## src/logic/tcm_map.svh

```systemverilog
// Register map, field positions, reset values and timing counts of the channel one mode block
`ifndef TCM_MAP_SVH
`define TCM_MAP_SVH

// Register byte offsets
`define TCM_OFF_MODE      8'h00
`define TCM_OFF_ENABLE    8'h04
`define TCM_OFF_COMPARE   8'h08
`define TCM_OFF_CAPTURE   8'h0C
`define TCM_OFF_STATUS    8'h10
`define TCM_OFF_MASK      8'h14

// Mode register fields
`define TCM_DIR_LSB       0
`define TCM_DIR_MSB       1
`define TCM_FAST_BIT      2
`define TCM_PSC_LSB       2
`define TCM_PSC_MSB       3
`define TCM_OCM_LSB       4
`define TCM_OCM_MSB       6
`define TCM_FILT_LSB      4
`define TCM_FILT_MSB      7

// Direction selector codes
`define TCM_DIR_OUT       2'h0
`define TCM_DIR_IN_T1     2'h1

// Compare mode codes
`define TCM_OCM_FROZEN    3'h0
`define TCM_OCM_SET       3'h1
`define TCM_OCM_CLEAR     3'h2
`define TCM_OCM_TOGGLE    3'h3
`define TCM_OCM_FORCE_LO  3'h4
`define TCM_OCM_FORCE_HI  3'h5
`define TCM_OCM_PWM_ONE   3'h6
`define TCM_OCM_PWM_TWO   3'h7

// Status and mask bits
`define TCM_ST_CAPTURE    0
`define TCM_ST_MATCH      1
`define TCM_ST_W          2

// Reset values
`define TCM_RST_MODE      8'h00
`define TCM_RST_ENABLE    1'b0

// Trigger to output latencies in clock cycles
`define TCM_FAST_LAT      3
`define TCM_NORM_LAT      5

`endif

```

## src/logic/tcm_pkg.sv

```systemverilog
// Types shared by the channel one mode block
package tcm_pkg;

  // Filter setting decoded from the filter code
  typedef struct packed {
    logic       use_ck_int;  // Sample every internal clock
    logic [2:0] div_log2;    // Divider of the dead time sample clock, as a power of two
    logic [3:0] n_samples;   // Agreeing samples needed
  } tcm_filt_cfg_s;

  // APB request bundle
  typedef struct packed {
    logic        sel;
    logic        enable;
    logic        write;
    logic [7:0]  addr;
    logic [31:0] wdata;
  } tcm_apb_req_s;

endpackage

```

## src/logic/tcm_channel.sv

```systemverilog
// Channel one mode control: compare output, capture input, filter, prescaler, APB registers
`timescale 1ns/1ps
`include "tcm_map.svh"

module tcm_channel
  import tcm_pkg::*;
#(
  parameter int CNT_W   = 16,
  parameter int DTS_DIV = 1    // Internal clocks per dead time sample clock
)(
  // Clock and reset
  input  wire logic             clk_sys_i,
  input  wire logic             nrst_i,
  // APB slave
  input  wire logic             psel_i,
  input  wire logic             penable_i,
  input  wire logic             pwrite_i,
  input  wire logic [7:0]       paddr_i,
  input  wire logic [31:0]      pwdata_i,
  output logic      [31:0]      prdata_o,
  output logic                  pready_o,
  output logic                  pslverr_o,
  // Timer core
  input  wire logic [CNT_W-1:0] counter_i,
  input  wire logic             trigger_i,
  // Pins
  input  wire logic             timer_input_one_i,
  output logic                  compare_out_o,
  output logic                  capture_o,
  // Interrupt
  output logic                  irq_o
);

  // Filter code to sample rate and sample count
  function automatic tcm_filt_cfg_s filt_decode(input logic [3:0] code);
    tcm_filt_cfg_s c;
    c = '{use_ck_int: 1'b0, div_log2: 3'h0, n_samples: 4'h1};
    case (code)
      4'h0: c = '{use_ck_int: 1'b0, div_log2: 3'h0, n_samples: 4'h1};
      4'h1: c = '{use_ck_int: 1'b1, div_log2: 3'h0, n_samples: 4'h2};
      4'h2: c = '{use_ck_int: 1'b1, div_log2: 3'h0, n_samples: 4'h8};
      4'h3: c = '{use_ck_int: 1'b1, div_log2: 3'h0, n_samples: 4'h8};
      4'h4: c = '{use_ck_int: 1'b0, div_log2: 3'h1, n_samples: 4'h6};
      4'h5: c = '{use_ck_int: 1'b0, div_log2: 3'h1, n_samples: 4'h8};
      4'h6: c = '{use_ck_int: 1'b0, div_log2: 3'h2, n_samples: 4'h6};
      4'h7: c = '{use_ck_int: 1'b0, div_log2: 3'h2, n_samples: 4'h8};
      4'h8: c = '{use_ck_int: 1'b0, div_log2: 3'h3, n_samples: 4'h6};
      4'h9: c = '{use_ck_int: 1'b0, div_log2: 3'h3, n_samples: 4'h8};
      4'hA: c = '{use_ck_int: 1'b0, div_log2: 3'h4, n_samples: 4'h5};
      4'hB: c = '{use_ck_int: 1'b0, div_log2: 3'h4, n_samples: 4'h6};
      4'hC: c = '{use_ck_int: 1'b0, div_log2: 3'h4, n_samples: 4'h8};
      4'hD: c = '{use_ck_int: 1'b0, div_log2: 3'h5, n_samples: 4'h5};
      4'hE: c = '{use_ck_int: 1'b0, div_log2: 3'h5, n_samples: 4'h6};
      4'hF: c = '{use_ck_int: 1'b0, div_log2: 3'h5, n_samples: 4'h6};
      default: c = '{use_ck_int: 1'b0, div_log2: 3'h0, n_samples: 4'h1};
    endcase
    return c;
  endfunction

  // Power-of-two count minus one, for divider and prescaler masks
  function automatic logic [4:0] low_mask(input logic [2:0] log2);
    return 5'(({5'h0, 1'b1} << log2) - 6'h1);
  endfunction

  // Register state
  tcm_apb_req_s                req;
  logic [7:2]                  mode_hi;
  logic [1:0]                  dir_sel;
  logic                        chan_en;
  logic [CNT_W-1:0]            compare_value;
  logic [CNT_W-1:0]            capture_value;
  logic [`TCM_ST_W-1:0]        status;
  logic [`TCM_ST_W-1:0]        mask;
  logic                        wr_stb;
  logic                        addr_ok;
  logic [`TCM_ST_W-1:0]        set_evt;

  // Decoded mode fields
  logic [2:0]                  oc_mode;
  logic                        is_out;
  logic                        is_in;
  logic                        is_pwm;
  logic                        fast_eff;
  tcm_filt_cfg_s               fcfg;

  assign req     = '{sel: psel_i, enable: penable_i, write: pwrite_i,
                     addr: paddr_i, wdata: pwdata_i};
  assign oc_mode = mode_hi[`TCM_OCM_MSB:`TCM_OCM_LSB];
  assign is_out  = (dir_sel == `TCM_DIR_OUT);
  assign is_in   = (dir_sel == `TCM_DIR_IN_T1);
  assign is_pwm  = (oc_mode == `TCM_OCM_PWM_ONE) || (oc_mode == `TCM_OCM_PWM_TWO);
  assign fast_eff = mode_hi[`TCM_FAST_BIT] && is_pwm && is_out;
  assign fcfg    = filt_decode(mode_hi[`TCM_FILT_MSB:`TCM_FILT_LSB]);

  // APB decode; zero wait states, unmapped offsets answer with an error
  assign addr_ok = (req.addr == `TCM_OFF_MODE)    || (req.addr == `TCM_OFF_ENABLE)  ||
                   (req.addr == `TCM_OFF_COMPARE) || (req.addr == `TCM_OFF_CAPTURE) ||
                   (req.addr == `TCM_OFF_STATUS)  || (req.addr == `TCM_OFF_MASK);
  assign pready_o  = 1'b1;
  assign pslverr_o = req.sel && req.enable && !addr_ok;
  assign wr_stb    = req.sel && req.enable && req.write && addr_ok;

  // Mode and direction fields
  always_ff @(posedge clk_sys_i or negedge nrst_i) begin
    if (!nrst_i) begin
      mode_hi <= 6'h00;
      dir_sel <= 2'h0;
    end else if (wr_stb && req.addr == `TCM_OFF_MODE) begin
      mode_hi <= req.wdata[7:2];
      if (!chan_en) begin
        dir_sel <= req.wdata[`TCM_DIR_MSB:`TCM_DIR_LSB];
      end
    end
  end

  // Enable, compare value and mask
  always_ff @(posedge clk_sys_i or negedge nrst_i) begin
    if (!nrst_i) begin
      chan_en       <= `TCM_RST_ENABLE;
      compare_value <= '0;
      mask          <= '0;
    end else if (wr_stb) begin
      if (req.addr == `TCM_OFF_ENABLE) begin
        chan_en <= req.wdata[0];
      end
      if (req.addr == `TCM_OFF_COMPARE) begin
        compare_value <= req.wdata[CNT_W-1:0];
      end
      if (req.addr == `TCM_OFF_MASK) begin
        mask <= req.wdata[`TCM_ST_W-1:0];
      end
    end
  end

  // Sticky status, write one to clear; a new event in the same cycle wins
  always_ff @(posedge clk_sys_i or negedge nrst_i) begin
    if (!nrst_i) begin
      status <= '0;
    end else if (wr_stb && req.addr == `TCM_OFF_STATUS) begin
      status <= (status & ~req.wdata[`TCM_ST_W-1:0]) | set_evt;
    end else begin
      status <= status | set_evt;
    end
  end

  assign irq_o = |(status & mask);

  // Read data captured in the setup phase so it stands through the access phase
  always_ff @(posedge clk_sys_i or negedge nrst_i) begin
    if (!nrst_i) begin
      prdata_o <= 32'h0;
    end else if (req.sel && !req.enable && !req.write) begin
      case (req.addr)
        `TCM_OFF_MODE: begin
          if (is_in) begin
            prdata_o <= {24'h0, mode_hi, dir_sel};
          end else begin
            prdata_o <= {24'h0, 1'b0, mode_hi[6:2], dir_sel};
          end
        end
        `TCM_OFF_ENABLE:  prdata_o <= {31'h0, chan_en};
        `TCM_OFF_COMPARE: prdata_o <= 32'(compare_value);
        `TCM_OFF_CAPTURE: prdata_o <= 32'(capture_value);
        `TCM_OFF_STATUS:  prdata_o <= {{(32-`TCM_ST_W){1'b0}}, status};
        `TCM_OFF_MASK:    prdata_o <= {{(32-`TCM_ST_W){1'b0}}, mask};
        default:          prdata_o <= 32'h0;
      endcase
    end
  end

  // ---------------- Compare path ----------------
  logic [1:0] trig_q;
  logic [1:0] lt_q;
  logic       match_q;
  logic       ref_lvl;
  logic       next_ref;
  logic       last_lt;
  logic [2:0] last_mode;
  logic       fast_hit;
  logic       pwm_level;

  // Trigger pipeline; two stages plus the output flop give the fast latency
  always_ff @(posedge clk_sys_i or negedge nrst_i) begin
    if (!nrst_i) begin
      trig_q <= 2'h0;
    end else begin
      trig_q <= {trig_q[0], trigger_i};
    end
  end

  // Less-than comparison is pipelined twice and the match once, so a counter restart reaches the pin late
  always_ff @(posedge clk_sys_i or negedge nrst_i) begin
    if (!nrst_i) begin
      lt_q    <= 2'h0;
      match_q <= 1'b0;
    end else begin
      lt_q    <= {lt_q[0], counter_i < compare_value};
      match_q <= (counter_i == compare_value);
    end
  end

  assign fast_hit  = trig_q[1] && fast_eff;
  assign pwm_level = (oc_mode == `TCM_OCM_PWM_ONE) ? lt_q[1] : !lt_q[1];

  // Next reference level by compare mode
  always_comb begin
    next_ref = ref_lvl;
    case (oc_mode)
      `TCM_OCM_FROZEN:   next_ref = ref_lvl;
      `TCM_OCM_SET:      next_ref = match_q ? 1'b1 : ref_lvl;
      `TCM_OCM_CLEAR:    next_ref = match_q ? 1'b0 : ref_lvl;
      `TCM_OCM_TOGGLE:   next_ref = match_q ? !ref_lvl : ref_lvl;
      `TCM_OCM_FORCE_LO: next_ref = 1'b0;
      `TCM_OCM_FORCE_HI: next_ref = 1'b1;
      `TCM_OCM_PWM_ONE,
      `TCM_OCM_PWM_TWO: begin
        if (fast_hit) begin
          // Match level: PWM one goes inactive, PWM two active
          next_ref = (oc_mode == `TCM_OCM_PWM_TWO);
        end else if (lt_q[1] != last_lt || oc_mode != last_mode) begin
          next_ref = pwm_level;
        end
      end
      default:           next_ref = ref_lvl;
    endcase
  end

  // Reference and pin; PWM levels move when the comparison result or the mode changes, or on a fast trigger
  always_ff @(posedge clk_sys_i or negedge nrst_i) begin
    if (!nrst_i) begin
      ref_lvl       <= 1'b0;
      last_lt       <= 1'b0;
      last_mode     <= 3'h0;
      compare_out_o <= 1'b0;
    end else begin
      ref_lvl       <= next_ref;
      last_lt       <= lt_q[1];
      last_mode     <= oc_mode;
      compare_out_o <= next_ref && chan_en && is_out;
    end
  end

  // ---------------- Capture path ----------------
  logic [15:0] dts_cnt;
  logic        dts_tick;
  logic [4:0]  slow_cnt;
  logic        sample_tick;
  logic        filt_out;
  logic        filt_q;
  logic        edge_evt;
  logic [2:0]  psc_cnt;
  logic [2:0]  psc_top;
  logic        cap_evt;

  // Dead time sample clock as a one-cycle enable, plus a slow count for its divisions
  always_ff @(posedge clk_sys_i or negedge nrst_i) begin
    if (!nrst_i) begin
      dts_cnt  <= 16'h0;
      slow_cnt <= 5'h0;
    end else if (dts_cnt == 16'(DTS_DIV - 1)) begin
      dts_cnt  <= 16'h0;
      slow_cnt <= slow_cnt + 5'h1;
    end else begin
      dts_cnt  <= dts_cnt + 16'h1;
    end
  end

  assign dts_tick    = (dts_cnt == 16'(DTS_DIV - 1));
  assign sample_tick = fcfg.use_ck_int ||
                       (dts_tick && ((slow_cnt & low_mask(fcfg.div_log2)) == 5'h0));

  tcm_filter u_filter (
    .clk_sys_i   (clk_sys_i),
    .nrst_i      (nrst_i),
    .sample_i    (sample_tick),
    .n_samples_i (fcfg.n_samples),
    .din_i       (timer_input_one_i),
    .dout_o      (filt_out)
  );

  // Rising edge of the filtered input, only while enabled as a capture input
  always_ff @(posedge clk_sys_i or negedge nrst_i) begin
    if (!nrst_i) begin
      filt_q <= 1'b0;
    end else begin
      filt_q <= filt_out;
    end
  end

  assign edge_evt = filt_out && !filt_q && chan_en && is_in;
  assign psc_top  = 3'(low_mask({1'b0, mode_hi[`TCM_PSC_MSB:`TCM_PSC_LSB]}));
  assign cap_evt  = edge_evt && (psc_cnt >= psc_top);

  // Prescaler count; cleared while the channel is off
  always_ff @(posedge clk_sys_i or negedge nrst_i) begin
    if (!nrst_i) begin
      psc_cnt <= 3'h0;
    end else if (!chan_en) begin
      psc_cnt <= 3'h0;
    end else if (edge_evt) begin
      psc_cnt <= cap_evt ? 3'h0 : psc_cnt + 3'h1;
    end
  end

  // Capture latch and pulse
  always_ff @(posedge clk_sys_i or negedge nrst_i) begin
    if (!nrst_i) begin
      capture_value <= '0;
      capture_o     <= 1'b0;
    end else begin
      capture_o <= cap_evt;
      if (cap_evt) begin
        capture_value <= counter_i;
      end
    end
  end

  // Events into the status register
  always_comb begin
    set_evt                 = '0;
    set_evt[`TCM_ST_CAPTURE] = cap_evt;
    set_evt[`TCM_ST_MATCH]   = match_q && chan_en && is_out;
  end

endmodule

```

## src/logic/tcm_filter.sv

```systemverilog
// Digital event-counter filter for the timer input
`timescale 1ns/1ps
`include "tcm_map.svh"

module tcm_filter
  import tcm_pkg::*;
(
  // Clock and reset
  input  wire logic       clk_sys_i,
  input  wire logic       nrst_i,
  // Sampling control
  input  wire logic       sample_i,
  input  wire logic [3:0] n_samples_i,
  // Data
  input  wire logic       din_i,
  output logic            dout_o
);

  logic [3:0] agree_cnt;

  // Count consecutive samples that differ from the output; any agreeing sample restarts
  always_ff @(posedge clk_sys_i or negedge nrst_i) begin
    if (!nrst_i) begin
      agree_cnt <= 4'h0;
      dout_o    <= 1'b0;
    end else if (sample_i) begin
      if (din_i == dout_o) begin
        agree_cnt <= 4'h0;
      end else if (agree_cnt + 4'h1 >= n_samples_i) begin
        dout_o    <= din_i;
        agree_cnt <= 4'h0;
      end else begin
        agree_cnt <= agree_cnt + 4'h1;
      end
    end
  end

endmodule

```

## config.mk

```make
export PLATFORM = sky130hd
export DESIGN_NAME = tcm_channel
export DESIGN_NICKNAME = d
export VERILOG_FILES = /design/src/logic/tcm_pkg.sv /design/src/logic/tcm_channel.sv /design/src/logic/tcm_filter.sv
export VERILOG_INCLUDE_DIRS = /design/src /design/src/logic
export SDC_FILE = /design/constraint.sdc
export NUM_CORES = 1
export LEC_CHECK = 0
export BUFFER_PORTS_ARGS = -buffer_cell sky130_fd_sc_hd__buf_2
export CAP_MARGIN = 20
export CORE_ASPECT_RATIO = 0.5
export CORE_MARGIN = 2
export CORE_UTILIZATION = 27
export DETAILED_ROUTE_END_ITERATION = 16
export PLACE_DENSITY = 0.48
export REMOVE_ABC_BUFFERS = 1
export SYNTH_ARGS = -nofsm -noshare
export SYNTH_HDL_FRONTEND = slang
export SYNTH_SLANG_ARGS = --single-unit
export TNS_END_PERCENT = 30
```

## constraint.sdc

```tcl
create_clock -name clk_sys_i -period 2.3 [get_ports clk_sys_i]
set_input_delay 0.345 -clock clk_sys_i [delete_from_list [all_inputs] [get_ports clk_sys_i]]
set_output_delay 0.345 -clock clk_sys_i [all_outputs]
set_load 0.01 [all_outputs]
```

==> results of run 1 <==
[worst max-delay path, stage by stage (launching register included)]
cell and delay [ns]:
dfrtp_1 0.41, buf_6 0.13, ha_4 0.15, mux2i_1 0.13
o22ai_1 0.10, ha_1 0.28, nand2b_4 0.15, a2111oi_4 0.38
nor2_2 0.10, buf_4 0.14, nand2_1 0.05, o221ai_1 0.10
[area by class of cell]
cell class | instances | area, um2 | share of cell area
Tap cell | 273 | 341.6 | 0.04934
Timing Repair Buffer | 108 | 670.6 | 0.09687
Sequential cell | 103 | 2579 | 0.3725
Multi-Input combinational cell | 360 | 2933 | 0.4236
Clock buffer | 9 | 225.2 | 0.03253
Inverter | 34 | 127.6 | 0.01843
Clock inverter | 6 | 46.29 | 0.006687
[power groups by stage]
stage                     combinational [uW]  clock, uW  sequential (uW)
after floorplan                          209          0             1910
after global placement                   425          0             1920
after detailed placement                 431          0             1920
after CTS                                483       1540             1880
after global routing                     558       1600             1890
final                                    503       1470             1880
[timing repair]
item                                   in CTS  in global routing
hold buffers                                1                  0
setup buffers                               2                  4
endpoints found under the hold margin      20                  0
pin swaps                                   8                  5
gates resized for setup                    19                 18
gates cloned                                0                  1
setup endpoints to repair                   7                 23
[flip-flops by register name, summed over array words and instances, names as in the netlist, 2 cells and up]
| signal | count |
|---|---|
| u_filter.agree_cnt | 4 |
| dts_cnt | 16 |
| last_mode | 3 |
| capture_value | 16 |
| lt_q | 2 |
| dir_sel | 2 |
| trig_q | 2 |
| mask | 2 |
| prdata_o | 16 |
| mode_hi | 6 |
| compare_value | 16 |
| status | 2 |
| psc_cnt | 3 |
| slow_cnt | 5 |
[stage by stage]
| stage | util | instances | hold WS [ns] |
|---|---|---|---|
| floorplan | - | 496 | 0.04941 |
| global placement | 0.3140 | 870 | 0.2609 |
| finish | 0.3368 | 893 | 0.09579 |
| CTS | 0.3317 | 888 | 0.08367 |
| global route | 0.3368 | 893 | 0.08511 |
| detailed placement | 0.3140 | 870 | 0.2637 |
[Yosys cell counts (5+ instances only)]
master    number  area share
dfrtp_1      103        0.46
mux2_2        43       0.086
nand2_1       39       0.026
ha_1          36       0.080
inv_1         34       0.023
o21ai_0       26       0.023
xnor2_1       21       0.032
mux2i_1       20       0.035
nor2_1        20       0.013
buf_4         18       0.024
nand3_1       15       0.013
a21oi_1       11      0.0097
clkbuf_1      10      0.0066
nand4_1       10       0.011
a22o_1         9       0.014
a211oi_1       6      0.0080
nand2b_1       5      0.0055
xor2_1         5      0.0077
[routing by layer]
layer	GRT usage	up-vias
li1	-	2001
met4	0.03673	0
met3	0.03043	9
met2	0.1929	52
met5	0	-
met1	0.1773	1962
[worst max path at each step]
stage                           startpoint                                end  slack (ns)
global route        mode_hi[4]$_DFFE_PN0P_        u_filter.dout_o$_DFFE_PN0P_       -0.11
CTS                 mode_hi[6]$_DFFE_PN0P_  u_filter.agree_cnt[0]$_DFFE_PN0P_       -0.04
detailed placement  mode_hi[5]$_DFFE_PN0P_  u_filter.agree_cnt[3]$_DFFE_PN0P_       -0.25
finish              mode_hi[4]$_DFFE_PN0P_        u_filter.dout_o$_DFFE_PN0P_        0.04
global placement    mode_hi[5]$_DFFE_PN0P_  u_filter.agree_cnt[3]$_DFFE_PN0P_       -0.20
floorplan           mode_hi[5]$_DFFE_PN0P_  u_filter.agree_cnt[3]$_DFFE_PN0P_       -0.13
[cells by family after synthesis]
group	count (synthesis)	synth area share
flops	103	0.4551
mux	66	0.1268
xor+xnor	26	0.04021
buf+inv	68	0.06054
simple gates	130	0.1337
other cells	2	0.001326
compound gates	84	0.1027
fa+ha+maj	36	0.07954
==> flow_metrics.env, run 1 <==
export IMPL_dpl_hpwl_mm=9.917
export IMPL_r2r_slack_ns=0.04
export IMPL_clk_pin_slew_ns=0.07
export IMPL_coreArea_um2=20550
export IMPL_worstRegToRegCells=11
export IMPL_worstPathRequired_ns=2.53
export IMPL_grt_overflow=0
export IMPL_grtUsageTotal=0.1263
export IMPL_pwr_share_seq=0.488
export IMPL_critPathCaptureType="flop"
export IMPL_skew_ns=0.007529
export IMPL_critPathKind="reg2reg"
export IMPL_antenna_found_initial=0
export IMPL_ys_seq_area_frac=0.4551
export IMPL_hold_depth=1
export IMPL_arrival_ns=2.49
export IMPL_grt_pass1_vias=3976
export IMPL_hold_violations=0
export IMPL_yosysWarnings=0
export IMPL_worstMarginPinSlew_ns=0.5623
export IMPL_port_buffers=66
export IMPL_drt_iter0_drc=143
export IMPL_synth_edff_count=0
export IMPL_syn_inst=515
export IMPL_preCtsSetupSlack_ns=-0.2481
export IMPL_initial_core_util=0.2755
export IMPL_area_delta_synth_final_pct=22.25
export IMPL_final_area_um2=6923
export IMPL_leakage_uw=0.003267
export IMPL_r2r_end="u_filter.dout_o$_DFFE_PN0P_"
export IMPL_cts_max_level=3
export IMPL_drt_met1_wl_mm=7.072
export IMPL_fin_crit_sh=0.9817
export IMPL_relSlewSlack=0.6231
export IMPL_wl_met3_um=435
export IMPL_crit_fanout=3
export IMPL_nNetsFinal=715
export IMPL_cts_sinks=103
export IMPL_min_to="trig_q[0]$_DFF_PN0_"
export IMPL_fmax_mhz=442.9
export IMPL_ir_drop_mv=0.3022
export IMPL_slew_violations=0
export IMPL_die_h_um=106.4
export IMPL_dieArea_um2=22220
export IMPL_setup_violations_final=0
export IMPL_wirelength_mm=13.77
export IMPL_grt_max_degree=84
export IMPL_place_congestion=0.7473
export IMPL_ys_seq_elements=103
export IMPL_r2r_start="mode_hi[4]$_DFFE_PN0P_"
export IMPL_routed_top_layer="met4"
export IMPL_syn_area_um2=5663
export IMPL_row_count=37
export IMPL_wl_per_cell_um=15.42
export IMPL_die_w_um=208.8
export IMPL_switchingPower_uw=1029
export IMPL_via_per_inst=4.506
export IMPL_layout_common_cells="dfrtp_1 (102), buf_2 (65), mux2_2 (43), buf_4 (39), nand2_1 (38)"
export IMPL_grt_pass1_wl_mm=21.81
export IMPL_syn_avg_cell_area_um2=11.00
export IMPL_final_common_cell="dfrtp_1"
export IMPL_fin_tns_setup_ns=0
export IMPL_power_density_nw_per_um2=556.7
export IMPL_cap_violations=0
export IMPL_synth_async_sr_flop_share=1.000
export IMPL_finalPower_uw=3854
export IMPL_drt_pass1_iter_count=4
export IMPL_finalWorstSetupSlack_ns=0.04205
export IMPL_fillers=2092
export IMPL_drc=0
export IMPL_ant_nets=0
export IMPL_routed_via_count=4024
export IMPL_worstHoldStart="trigger_i"
export IMPL_ys_flop_type="dfrtp_1"
export IMPL_wl_met2_mm=6.114
export IMPL_placed_area_um2=6454
export IMPL_rsz0062_at_grt="true"
export IMPL_drive_above_1_share=0.3468
export IMPL_status="completed"
export IMPL_start_kind="flop"
export IMPL_p_comb_frac=0.131
export IMPL_clk_latency_ns=0.36
export IMPL_swShare=0.2669
export IMPL_clkPwrFrac=0.381
export IMPL_fin_crit_ns=2.258
export IMPL_cts_tree="yes"
export IMPL_p_int_uw=2825
export IMPL_numCtsBuffers=9
export IMPL_num_antenna_cells=0
export IMPL_boundaryPins=100
export IMPL_root_buffer="clkbuf_16"
export IMPL_synth_cell_types=68
export IMPL_clockBufferDepth=2
export IMPL_hp_class="in2reg"
No activity file was read; power rests on OpenSTA's default activity.
==> run 2: changes to the inputs <==
Settings changed: CORE_UTILIZATION 27 to 51, PLACE_DENSITY 0.48 to 0.79.
==> flow_metrics.env, run 2 (synthesis results as in run 1) <==
export IMPL_drt_pass1_iter_count=5
export IMPL_seqCellArea_um2=2580
export IMPL_hold_violations=0
export IMPL_ir_drop_mv=0.3959
export IMPL_area_delta_synth_final_pct=19.95
export IMPL_r2r_start="mode_hi[4]$_DFFE_PN0P_"
export IMPL_critPathKind="reg2reg"
export IMPL_fillers=831
export IMPL_crit_slowest_cell="dfrtp_2"
export IMPL_clockBufferDepth=2
export IMPL_use_met1=0.2758
export IMPL_cap_violations=0
export IMPL_clk_latency_ns=0.35
export IMPL_layout_common_cells="dfrtp_1 (101), buf_2 (65), mux2_2 (43), nand2_1 (38), buf_4 (35)"
export IMPL_grt_pass1_wl_mm=19.85
export IMPL_cts_max_level=3
export IMPL_port_buffers=66
export IMPL_final_common_cell="dfrtp_1"
export IMPL_cpMostUsedCell="ha_1"
export IMPL_r2r_slack_ns=-0.09
export IMPL_slew_violations=0
export IMPL_power_density_nw_per_um2=565.3
export IMPL_leakage_uw=0.003286
export IMPL_rsz0062_at_grt="true"
export IMPL_cp_cell_sequence="inv_4, ha_1, nor2_1, o21ai_1, o21ai_0, ha_1, a2111oi_4, nor2_2, a41oi_2, o221ai_1"
export IMPL_stdcell_count=763
export IMPL_critPathCaptureType="flop"
export IMPL_drt_iter0_drc=323
export IMPL_use_met3=0.04694
export IMPL_arrival_ns=2.61
export IMPL_root_buffer="clkbuf_16"
export IMPL_swShare=0.2552
export IMPL_grtUsageTotal=0.2073
export IMPL_grt_pass1_vias=4029
export IMPL_status="finished with violations"
export IMPL_wirelength_mm=12.60
export IMPL_num_antenna_cells=0
export IMPL_crit_family="compound AO/OA/AOI/OAI gates"
export IMPL_cts_sinks=103
export IMPL_dieArea_um2=12010
export IMPL_numCtsBuffers=9
export IMPL_die_w_um=153.0
export IMPL_die_h_um=78.51
export IMPL_row_count=27
export IMPL_multiInputGateArea_um2=2944
export IMPL_finalWorstSetupSlack_ns=-0.08986
export IMPL_worstRegToRegCells=10
export IMPL_coreArea_um2=10910
export IMPL_via_per_inst=5.528
export IMPL_fmax_mhz=418.4
export IMPL_grt_max_degree=45
export IMPL_r2r_end="u_filter.dout_o$_DFFE_PN0P_"
export IMPL_top_usage_layer="met2"
export IMPL_p_comb_frac=0.131
export IMPL_max_stage_delay_ns=0.45
export IMPL_start_kind="flop"
export IMPL_fin_tns_setup_ns=-0.3156
export IMPL_cts_tree="yes"
export IMPL_setup_violations_final=5
export IMPL_pwr_share_seq=0.490
export IMPL_drive_above_1_share=0.3430
export IMPL_nNetsFinal=712
export IMPL_failed_checks="negative setup slack"
export IMPL_hp_class="in2reg"
export IMPL_relSlewSlack=0.5933
export IMPL_dpl_hpwl_mm=8.907
export IMPL_worstPathRequired_ns=2.52
export IMPL_initial_core_util=0.5190
export IMPL_worstMarginPinSlew_ns=0.6068
export IMPL_min_to="trig_q[0]$_DFF_PN0_"
export IMPL_drc=0
export IMPL_grt_overflow=0
export IMPL_skew_ns=0.006713
export IMPL_dpl_cell_count=738
export IMPL_ant_nets=0
export IMPL_fin_crit_ns=2.390
export IMPL_p_int_uw=2860
export IMPL_crit_buf_inv=1
export IMPL_routed_via_count=4218
export IMPL_grtUsageMet2=0.3438
export IMPL_place_congestion=0.7945
export IMPL_wl_per_cell_um=16.52
export IMPL_fin_crit_sh=1.039
export IMPL_switchingPower_uw=979.9
export IMPL_worstHoldStart="trigger_i"
export IMPL_clk_pin_slew_ns=0.07
export IMPL_clkPwrFrac=0.379
export IMPL_antenna_found_initial=0
export IMPL_boundaryPins=100
export IMPL_crit_fanout=4
export IMPL_hold_depth=1
run 2: changes by cell type in the layout (fill, tap and decap cells not counted), moves of 2 or more:
cell / change
ha_4: +2
inv_6: +2
buf_4: -4
ha_2: -3
run 2: per-layer routing:
metal / vias up / routed length, um
li1: 1987 / -
met1: 2096 / 5682
met2: 119 / 6150
met3: 16 / 597
met4: 0 / 172
met5: - / 0
run 2: worst max-delay path by stage:
stage | start | to | slack, ns | depth (start not counted)
after floorplan | mode_hi[5]$_DFFE_PN0P_ | u_filter.agree_cnt[3]$_DFFE_PN0P_ | -0.13 | 10
after global placement | mode_hi[5]$_DFFE_PN0P_ | u_filter.agree_cnt[3]$_DFFE_PN0P_ | -0.16 | 10
after detailed placement | mode_hi[5]$_DFFE_PN0P_ | u_filter.agree_cnt[3]$_DFFE_PN0P_ | -0.26 | 10
after CTS | mode_hi[5]$_DFFE_PN0P_ | u_filter.dout_o$_DFFE_PN0P_ | -0.03 | 10
after global routing | mode_hi[4]$_DFFE_PN0P_ | u_filter.dout_o$_DFFE_PN0P_ | -0.22 | 10
final | mode_hi[4]$_DFFE_PN0P_ | u_filter.dout_o$_DFFE_PN0P_ | -0.09 | 10
run 2: stage by stage:
stage	setup WS (ns)	area (um2)	total power (uW)	hold WS, ns	utilization
after detailed placement	-0.2576	6264	2323	0.3456	0.5740
after floorplan	-0.1284	5504	2121	0.04941	-
after global placement	-0.1615	6264	2308	0.3351	0.5740
after global routing	-0.2196	6793	4002	0.1176	0.6225
final	-0.08986	6793	3840	0.1219	0.6225
after CTS	-0.02914	6631	3825	0.1161	0.6077
run 2: area by class of cell:
cell class,count,share of cell area
multi-input combinational,359,0.4334
sequential,103,0.3798
timing repair buffer,106,0.09947
clock buffer,11,0.03573
clock inverter,5,0.005710
tap,145,0.02671
inverter,34,0.01916
run 2: power by group through the flow:
stage / combinational, uW / sequential [uW] / clock (uW)
3_5_place_dp: 409 / 1910 / 0
3_3_place_gp: 394 / 1910 / 0
5_1_grt: 555 / 1890 / 1560
6_report: 503 / 1880 / 1460
4_1_cts: 454 / 1880 / 1490
2_1_floorplan: 209 / 1910 / 0
run 2: timing repair:
item	4_1_cts	5_1_grt
endpoints found under the setup margin	6	23
hold buffers	1	0
resized for setup	17	22
hold endpoints to repair	36	0
buffers inserted	2	6
pin swaps	10	11
